$ cat config.mk
export PLATFORM = sky130hd
export DESIGN_NAME = saau_unit
export DESIGN_NICKNAME = d
export VERILOG_FILES = /design/src/saau_pkg.sv /design/src/saau_unit.sv
export SDC_FILE = /design/constraint.sdc
export NUM_CORES = 1
export LEC_CHECK = 0
export BUFFER_PORTS_ARGS = -buffer_cell sky130_fd_sc_hd__buf_2
export CAP_MARGIN = 20
export CORE_MARGIN = 2
export CORE_UTILIZATION = 55
export DETAILED_ROUTE_END_ITERATION = 12
export HOLD_SLACK_MARGIN = 0.08
export PLACE_DENSITY = 0.79
export SYNTH_ARGS = -nofsm -noshare
export SYNTH_HDL_FRONTEND = slang
export SYNTH_SLANG_ARGS = --single-unit
$ cat constraint.sdc
create_clock -name clk -period 4.6 [get_ports clk]
set_input_delay 0.23 -clock clk [delete_from_list [all_inputs] [get_ports clk]]
set_output_delay 0.23 -clock clk [all_outputs]
set_load 0.03 [all_outputs]
$ cat src/saau_pkg.sv
/*
 saau_pkg: constants and types for the storage address alignment unit.
 assumes big-bit-numbering addresses mapped so that bit 31 is the lsb (index 0 here).
*/
package saau_pkg;
    localparam int unsigned EA_W = 32;
    localparam int unsigned RA_W = 36;
    localparam logic [3:0] QW_LAST = 4'hF;
    localparam logic [3:0] WORD_LIMIT = 4'hC;
    localparam logic [3:0] DW_LIMIT = 4'h8;
    localparam logic [3:0] QW_ZERO = 4'h0;
    localparam int unsigned CACHE_IGNORE_BITS = 5;
    localparam logic [31:0] INSN_STEP = 32'h0000_0004;
    localparam logic [4:0] SIZE_BYTE = 5'h01;
    localparam logic [4:0] SIZE_HALF = 5'h02;
    localparam logic [4:0] SIZE_WORD = 5'h04;
    localparam logic [4:0] SIZE_DBL = 5'h08;
    localparam logic [4:0] SIZE_QUAD = 5'h10;
    localparam logic [7:0] LEN_RESET = 8'h00;

    typedef enum logic [1:0] {
        SAAU_BYTE = 2'b00,
        SAAU_HALF = 2'b01,
        SAAU_WORD = 2'b10,
        SAAU_DBL = 2'b11
    } saau_size_e;

    typedef enum logic [2:0] {
        SAAU_OP_INT = 3'b000,
        SAAU_OP_AUX = 3'b001,
        SAAU_OP_MULT = 3'b010,
        SAAU_OP_CACHE = 3'b011,
        SAAU_OP_TLB = 3'b100,
        SAAU_OP_BRANCH = 3'b101,
        SAAU_OP_SEQ = 3'b110,
        SAAU_OP_OTHER = 3'b111
    } saau_op_e;

    typedef enum logic [1:0] {
        SAAU_IDLE = 2'b00,
        SAAU_SPLIT2 = 2'b01,
        SAAU_MULTI = 2'b10
    } saau_state_e;
endpackage

$ cat src/saau_unit.sv
/*
 saau_unit: effective address and operand alignment for the load/store path.
 assumes the pipeline holds a request until req_ready, and the downstream
 accepts one access per cycle while acc_ready is high.
*/
// Summary of operation
// - 32-bit effective addresses, translated downstream
// - effective address for every access kind
// - operand address is its lowest byte
// - aligned when low bits zero per size
// - crossing integer halfword becomes two byte accesses
// - crossing integer word split in two
// - multiple/string: words until boundary or end
// - aux halfword at 0xF raises exception
// - aux word above 0xC raises exception
// - aux doubleword above 0x8 raises exception
// - aux quadword nonzero low nibble raises exception
// - unlisted kinds pass unsplit, no exception
// - aux demanded alignment violated raises exception
// - aux forced alignment zeros low bits
// - cache ops ignore bits 27:31
// - tlb ops ignore in-page offset bits
// - branch targets and fetches are word aligned
// - operand past top continues at zero
// - address arithmetic wraps modulo 2^32
// - byte order per page attribute
// - attribute 0 big, 1 little endian
module saau_unit (
    input wire logic clk,
    input wire logic reset_n,
    input wire logic clk_en,
    input wire logic req_valid,
    output logic req_ready,
    input wire saau_pkg::saau_op_e req_op,
    input wire logic req_quad,
    input wire saau_pkg::saau_size_e req_size,
    input wire logic [31:0] req_base,
    input wire logic [31:0] req_offset,
    input wire logic [7:0] req_len,
    input wire logic req_page_le,
    input wire logic [31:0] req_page_mask,
    input wire logic aux_need_size_align,
    input wire logic aux_need_word_align,
    input wire logic aux_force_align,
    output logic acc_valid,
    input wire logic acc_ready,
    output logic [31:0] acc_addr,
    output logic [4:0] acc_bytes,
    output logic acc_le,
    output logic acc_last,
    output logic align_exc,
    output logic [31:0] effective_addr,
    output logic aligned
);
    import saau_pkg::*;

    logic rst_meta, rst_sync;
    always_ff @(posedge clk or negedge reset_n) begin
        if (!reset_n) begin
            rst_meta <= 1'b0;
            rst_sync <= 1'b0;
        end else begin
            rst_meta <= 1'b1;
            rst_sync <= rst_meta;
        end
    end

    // combinational address path
    logic [31:0] ea_sum, ea_eff;
    logic [4:0] op_bytes;
    logic [3:0] low;
    logic is_aligned, aux_exc, word_ok;
    always_comb begin
        // wraps naturally: 32-bit sum drops the carry
        ea_sum = req_base + req_offset;
        op_bytes = SIZE_BYTE;
        if (req_quad) begin
            op_bytes = SIZE_QUAD;
        end else begin
            case (req_size)
                SAAU_BYTE: op_bytes = SIZE_BYTE;
                SAAU_HALF: op_bytes = SIZE_HALF;
                SAAU_WORD: op_bytes = SIZE_WORD;
                SAAU_DBL: op_bytes = SIZE_DBL;
                default: op_bytes = SIZE_BYTE;
            endcase
        end
        ea_eff = ea_sum;
        case (req_op)
            SAAU_OP_AUX: begin
                if (aux_force_align) begin
                    ea_eff = ea_sum & ~{27'h0, op_bytes - 5'h01};
                end
            end
            SAAU_OP_CACHE: ea_eff = {ea_sum[31:CACHE_IGNORE_BITS], 5'h00};
            SAAU_OP_TLB: ea_eff = ea_sum & ~req_page_mask;
            SAAU_OP_BRANCH: ea_eff = {ea_sum[31:2], 2'b00};
            // next sequential fetch: base is current address, step of four
            SAAU_OP_SEQ: ea_eff = {req_base[31:2], 2'b00} + INSN_STEP;
            default: ea_eff = ea_sum;
        endcase
        low = ea_eff[3:0];
        is_aligned = (({27'h0, op_bytes} - 32'h1) & {28'h0, low}) == 32'h0;
        word_ok = low[1:0] == 2'b00;
        aux_exc = 1'b0;
        if (req_op == SAAU_OP_AUX && !aux_force_align) begin
            if (req_quad) begin
                aux_exc = low != QW_ZERO;
            end else begin
                case (req_size)
                    SAAU_HALF: aux_exc = low == QW_LAST;
                    SAAU_WORD: aux_exc = low > WORD_LIMIT;
                    SAAU_DBL: aux_exc = low > DW_LIMIT;
                    default: aux_exc = 1'b0;
                endcase
            end
            if (aux_need_size_align && !is_aligned) begin
                aux_exc = 1'b1;
            end
            if (aux_need_word_align && !word_ok) begin
                aux_exc = 1'b1;
            end
        end
    end

    // sequencer for split and multiple accesses
    saau_state_e state, next_state;
    logic [31:0] cur_addr, next_cur_addr;
    logic [7:0] remain, next_remain;
    logic cur_le, next_cur_le;
    logic [31:0] next_acc_addr, next_ea_out;
    logic [4:0] next_acc_bytes, first_bytes, chunk;
    logic next_acc_valid, next_acc_last, next_acc_le, next_exc, next_aligned;
    logic take, busy;
    logic [4:0] to_bound;

    assign busy = state != SAAU_IDLE;
    // a held access blocks new work; data outputs are registered
    // frozen clock enable must refuse, or a request would be lost
    assign req_ready = clk_en && rst_sync && !busy && (!acc_valid || acc_ready);
    assign take = req_valid && req_ready;

    always_comb begin
        next_state = state;
        next_cur_addr = cur_addr;
        next_remain = remain;
        next_cur_le = cur_le;
        next_acc_addr = acc_addr;
        next_acc_bytes = acc_bytes;
        next_acc_valid = acc_valid && !acc_ready;
        next_acc_last = acc_last;
        next_acc_le = acc_le;
        next_exc = 1'b0;
        next_ea_out = effective_addr;
        next_aligned = aligned;
        to_bound = 5'h10 - {1'b0, cur_addr[3:0]};
        chunk = (remain < 8'h04) ? remain[4:0] : SIZE_WORD;
        if (to_bound < chunk) begin
            chunk = to_bound;
        end
        first_bytes = op_bytes;
        if (take) begin
            next_ea_out = ea_eff;
            next_aligned = is_aligned;
            next_acc_le = req_page_le; // 0 big, 1 little
            next_cur_le = req_page_le;
            if (aux_exc) begin
                next_exc = 1'b1; // no access issued
            end else if (req_op == SAAU_OP_MULT) begin
                next_cur_addr = ea_eff;
                next_remain = req_len;
                if (req_len != LEN_RESET) begin
                    next_state = SAAU_MULTI;
                end
            end else if (req_op == SAAU_OP_INT && req_size == SAAU_HALF && low == QW_LAST) begin
                first_bytes = SIZE_BYTE;
                next_state = SAAU_SPLIT2;
            end else if (req_op == SAAU_OP_INT && req_size == SAAU_WORD && low > WORD_LIMIT) begin
                first_bytes = 5'h10 - {1'b0, low};
                next_state = SAAU_SPLIT2;
            end
            if (!aux_exc && req_op != SAAU_OP_MULT) begin
                // unlisted kinds issue one access unchanged
                next_acc_valid = 1'b1;
                next_acc_addr = ea_eff;
                next_acc_bytes = first_bytes;
                next_acc_last = next_state == SAAU_IDLE;
                next_cur_addr = ea_eff + {27'h0, first_bytes}; // wraps past top
                next_remain = {3'h0, op_bytes - first_bytes};
            end
        end else if (busy && (!acc_valid || acc_ready)) begin
            case (state)
                SAAU_SPLIT2: begin
                    next_acc_valid = 1'b1;
                    next_acc_addr = cur_addr; // second part starts at zero past top
                    next_acc_bytes = remain[4:0];
                    next_acc_last = 1'b1;
                    next_state = SAAU_IDLE;
                end
                SAAU_MULTI: begin
                    next_acc_valid = 1'b1;
                    next_acc_addr = cur_addr;
                    next_acc_bytes = chunk;
                    next_acc_last = remain == {3'h0, chunk};
                    next_cur_addr = cur_addr + {27'h0, chunk};
                    next_remain = remain - {3'h0, chunk};
                    if (remain == {3'h0, chunk}) begin
                        next_state = SAAU_IDLE;
                    end
                end
                default: next_state = SAAU_IDLE;
            endcase
        end
    end

    always_ff @(posedge clk or negedge rst_sync) begin
        if (!rst_sync) begin
            state <= SAAU_IDLE;
            cur_addr <= 32'h0000_0000;
            remain <= LEN_RESET;
            cur_le <= 1'b0;
            acc_addr <= 32'h0000_0000;
            acc_bytes <= 5'h00;
            acc_valid <= 1'b0;
            acc_last <= 1'b0;
            acc_le <= 1'b0;
            align_exc <= 1'b0;
            effective_addr <= 32'h0000_0000;
            aligned <= 1'b0;
        end else if (clk_en) begin
            state <= next_state;
            cur_addr <= next_cur_addr;
            remain <= next_remain;
            cur_le <= next_cur_le;
            acc_addr <= next_acc_addr;
            acc_bytes <= next_acc_bytes;
            acc_valid <= next_acc_valid;
            acc_last <= next_acc_last;
            acc_le <= next_acc_le;
            align_exc <= next_exc;
            effective_addr <= next_ea_out;
            aligned <= next_aligned;
        end
    end
endmodule // saau_unit

==> flow_summary.json <==
{
  "die_w_um": 143,
  "finalNetCount": 1763,
  "fin_setup_tns_ns": -0.762,
  "post-route-min-period_ns": 4.78,
  "setup_violations": 7,
  "core_um2": 18800,
  "synthMuxAreaShare": 0.0204,
  "wl_per_cell_um": 18.4,
  "clkPwrFrac": 0.190,
  "synthDistinctLibCells": 82,
  "hp-class": "in -> reg",
  "max_freq_mhz": 209,
  "status": "complete, but fails checks",
  "place_hpwl_mm": 25.5,
  "dieArea_um2": 20400,
  "cpMostUsedCell": "o21ai_1",
  "hold_viol_final": 0,
  "synthFlopType": "dfrtp_1",
  "timing.hold.worst_endpoint": "align_exc",
  "path_class": "reg -> reg",
  "grt_pass1_wl_mm": 53.9,
  "period_share": 1.04,
  "synth_top_family_by_area": "simple AND/OR/NAND/NOR gates",
  "cts.path.max_buffers": 2,
  "cp.required_ns": 4.89,
  "synth_compound_area_frac": 0.254,
  "place_congestion": 0.946,
  "r2r-start": "remain[5]",
  "drtIter0Drc": 1103,
  "synth-simple-area-share": 0.256,
  "dr.pass1.iters": 8,
  "via_count": 11450,
  "power_frac_seq": 0.263,
  "initial_core_util": 0.563,
  "cts_root_buf": "clkbuf_16",
  "async_reset_ff_frac": 1.00,
  "rrSetupSlack_ns": -0.18,
  "cts_tree": "yes",
  "pwr-share-comb": 0.547,
  "ant_nets": 0,
  "p_int_mw": 3.97,
  "io_pins": 194,
  "whs_ns": 0.113,
  "cts.reportedPaths.clkPinSlew_ns": 0.06,
  "r2r-end": "cur_addr[28]",
  "grt_overflow": 0,
  "clock_latency_ns": 0.42,
  "crit_arrival_ns": 5.07,
  "grt_pass1_vias": 10606,
  "p_sw_mw": 3.36,
  "drt_wl_total_mm": 34.0,
  "power_density_nw_per_um2": 570,
  "setup.worst_path.start": "remain[5]",
  "synth_area_um2": 10600,
  "worstHoldPathCells": 2,
  "ys_ff_latch": 118,
  "clock_skew_ns": 0.0110,
  "slowest_delay_ns": 0.58,
  "drc": 0,
  "grt_usage": 0.331,
  "ys_warn_count": 0,
  "synthToLayoutAreaGrowth_pct": 21.5,
  "grt_antenna_before_repair": 0,
  "synth_most_common_cell": "nor2_1",
  "drv_cap": 0,
  "cts.sinks": 118,
  "synth_area_leaders": "dfrtp_1 (28%), ha_1 (7.2%), nor2_1 (6.4%), o21ai_0 (5.4%), nand2_1 (4.9%)",
  "synth_top_cell_area_share": 0.279,
  "port_buffers": 193,
  "tightest_slew_ns": 1.05,
  "post_route_cells_drive_above_1_share": 0.226,
  "finalMaxSlewViolations": 0,
  "grt_max_degree": 85,
  "rr_worst_depth": 23,
  "syn_inst": 1364,
  "numCtsBuffers": 17,
  "rsz0062_at_grt": "true",
  "diodes": 0,
  "slew_headroom": 0.298,
  "h-tree-depth": 4,
  "critPathMaxFanout": 4,
  "synth-edff-count": 0,
  "num_rows": 50,
  "worst_slack_ns": -0.176,
  "viasPerCell": 6.19,
  "netlist_top_cells_count": "nor2_1 (182), nand2_1 (138), dfrtp_1 (118)",
  "path_cells": "or3_4, nor4_4, nand2_1, ha_1, inv_1, a31oi_1, o21ai_1, a21oi_2, nand3_1, o21ai_2, ha_2, inv_2, fa_2, nor2b_2, o21ai_2, a21boi_2, o2111ai_2, or4_4, nor2_4, and3_4, o211ai_1, o21ai_1, o21ai_1",
  "synth_top_cell_by_area": "dfrtp_1",
  "die_h_um": 143,
  "power_mw": 7.33,
  "dpl_worst_slack_ns": -0.0467,
  "cp_slowest_cell": "or4_4",
  "leakagePower_nw": 5.73,
  "synth.avg_cell_area_um2": 7.77,
  "start_kind": "flip-flop",
  "violations": "negative setup slack",
  "hp-start": "clk_en",
  "crit_path_end_kind": "flip-flop",
  "yosysSeqAreaShare": 0.279,
  "peakVddDrop_uv": 299,
  "netSwitchingFraction": 0.458,
  "synthXorXnorAreaFrac": 0.0603,
  "yosys.area_share.adder": 0.0815
}
## layout by cell type, fill, tap and decap left out, types with 18 or more instances in the layout
cell type,instances
nor3_1,31
inv_1,52
o21a_1,19
xnor2_1,32
buf_2,193
a21oi_1,89
o31ai_1,27
xor2_1,41
nand4_1,28
buf_4,62
ha_1,59
nand2_1,137
a211oi_1,20
dfrtp_1,117
nor2_1,181
nand3_1,43
o21ai_0,105
o211ai_1,18
## worst max-delay path, delay by kind of cell (launching register included)
kind	cells	cell delay [ns]
and+or+nand+nor	8	2.00
adders and majority gates	3	0.86
AOI/OAI and AO/OA	10	1.31
buffers and inverters	2	0.08
DFF	1	0.39
## cell type report
| cell class | instances | area (um^2) |
|---|---|---|
| tap | 260 | 325 |
| fill | 1583 | 5960 |
| multi-input combinational | 1128 | 7270 |
| inverter | 54 | 203 |
| clock buffer | 19 | 453 |
| sequential | 118 | 2960 |
| clock inverter | 13 | 170 |
| timing repair buffer | 259 | 1490 |
## worst max path at each step
stage | slack (ns) | to
after floorplan | -0.008 | cur_addr[23]
after global placement | 0.06 | cur_addr[28]
after detailed placement | -0.05 | cur_addr[28]
after CTS | 0.05 | cur_addr[28]
after global routing | -0.42 | cur_addr[24]
final | -0.18 | cur_addr[28]
## state kept, by name, summed over array words and instances (netlist names), 2 cells and up
register	count
acc_addr	32
acc_bytes	5
effective_addr	32
state	2
cur_addr	32
remain	8
## power groups by stage
stage / clock network (mW) / logic, mW / registers, mW
final: 1.40 / 4.01 / 1.93
after global routing: 1.46 / 4.38 / 1.98
after CTS: 1.41 / 3.81 / 1.91
after detailed placement: 0 / 3.70 / 1.92
after global placement: 0 / 3.62 / 1.90
after floorplan: 0 / 2.02 / 2.46
## logic make-up after synthesis
| family | Yosys count |
|---|---|
| mux | 21 |
| flops | 118 |
| simple gates | 555 |
| xor+xnor | 73 |
| buf+inv | 120 |
| fa+ha+maj | 66 |
| compound gates | 410 |
| other cells | 1 |
## per-stage QoR
step / area, um^2 / util / std cells
2_1_floorplan: 10700 / - / 1366
3_3_place_gp: 12000 / 0.639 / 1805
3_5_place_dp: 12000 / 0.639 / 1805
4_1_cts: 12700 / 0.676 / 1842
5_1_grt: 12900 / 0.684 / 1851
6_report: 12900 / 0.684 / 1851
## what timing repair did
action | in CTS | in global routing
gates cloned | 0 | 0
buffers inserted | 3 | 10
pin swaps | 7 | 14
gates resized for setup | 9 | 19
hold buffers | 2 | 0
hold endpoints to repair | 3 | 0
endpoints found under the setup margin | 6 | 22
## layer usage
metal,share of wire,GRT usage,up-vias,wire length [um]
li1,-,-,5389,-
met1,0.45,0.484,5388,15200
met2,0.44,0.499,624,15100
met3,0.094,0.0600,49,3210
met4,0.017,0.0995,0,565
met5,0,0,-,0
No activity file was read; power rests on OpenSTA's default activity.
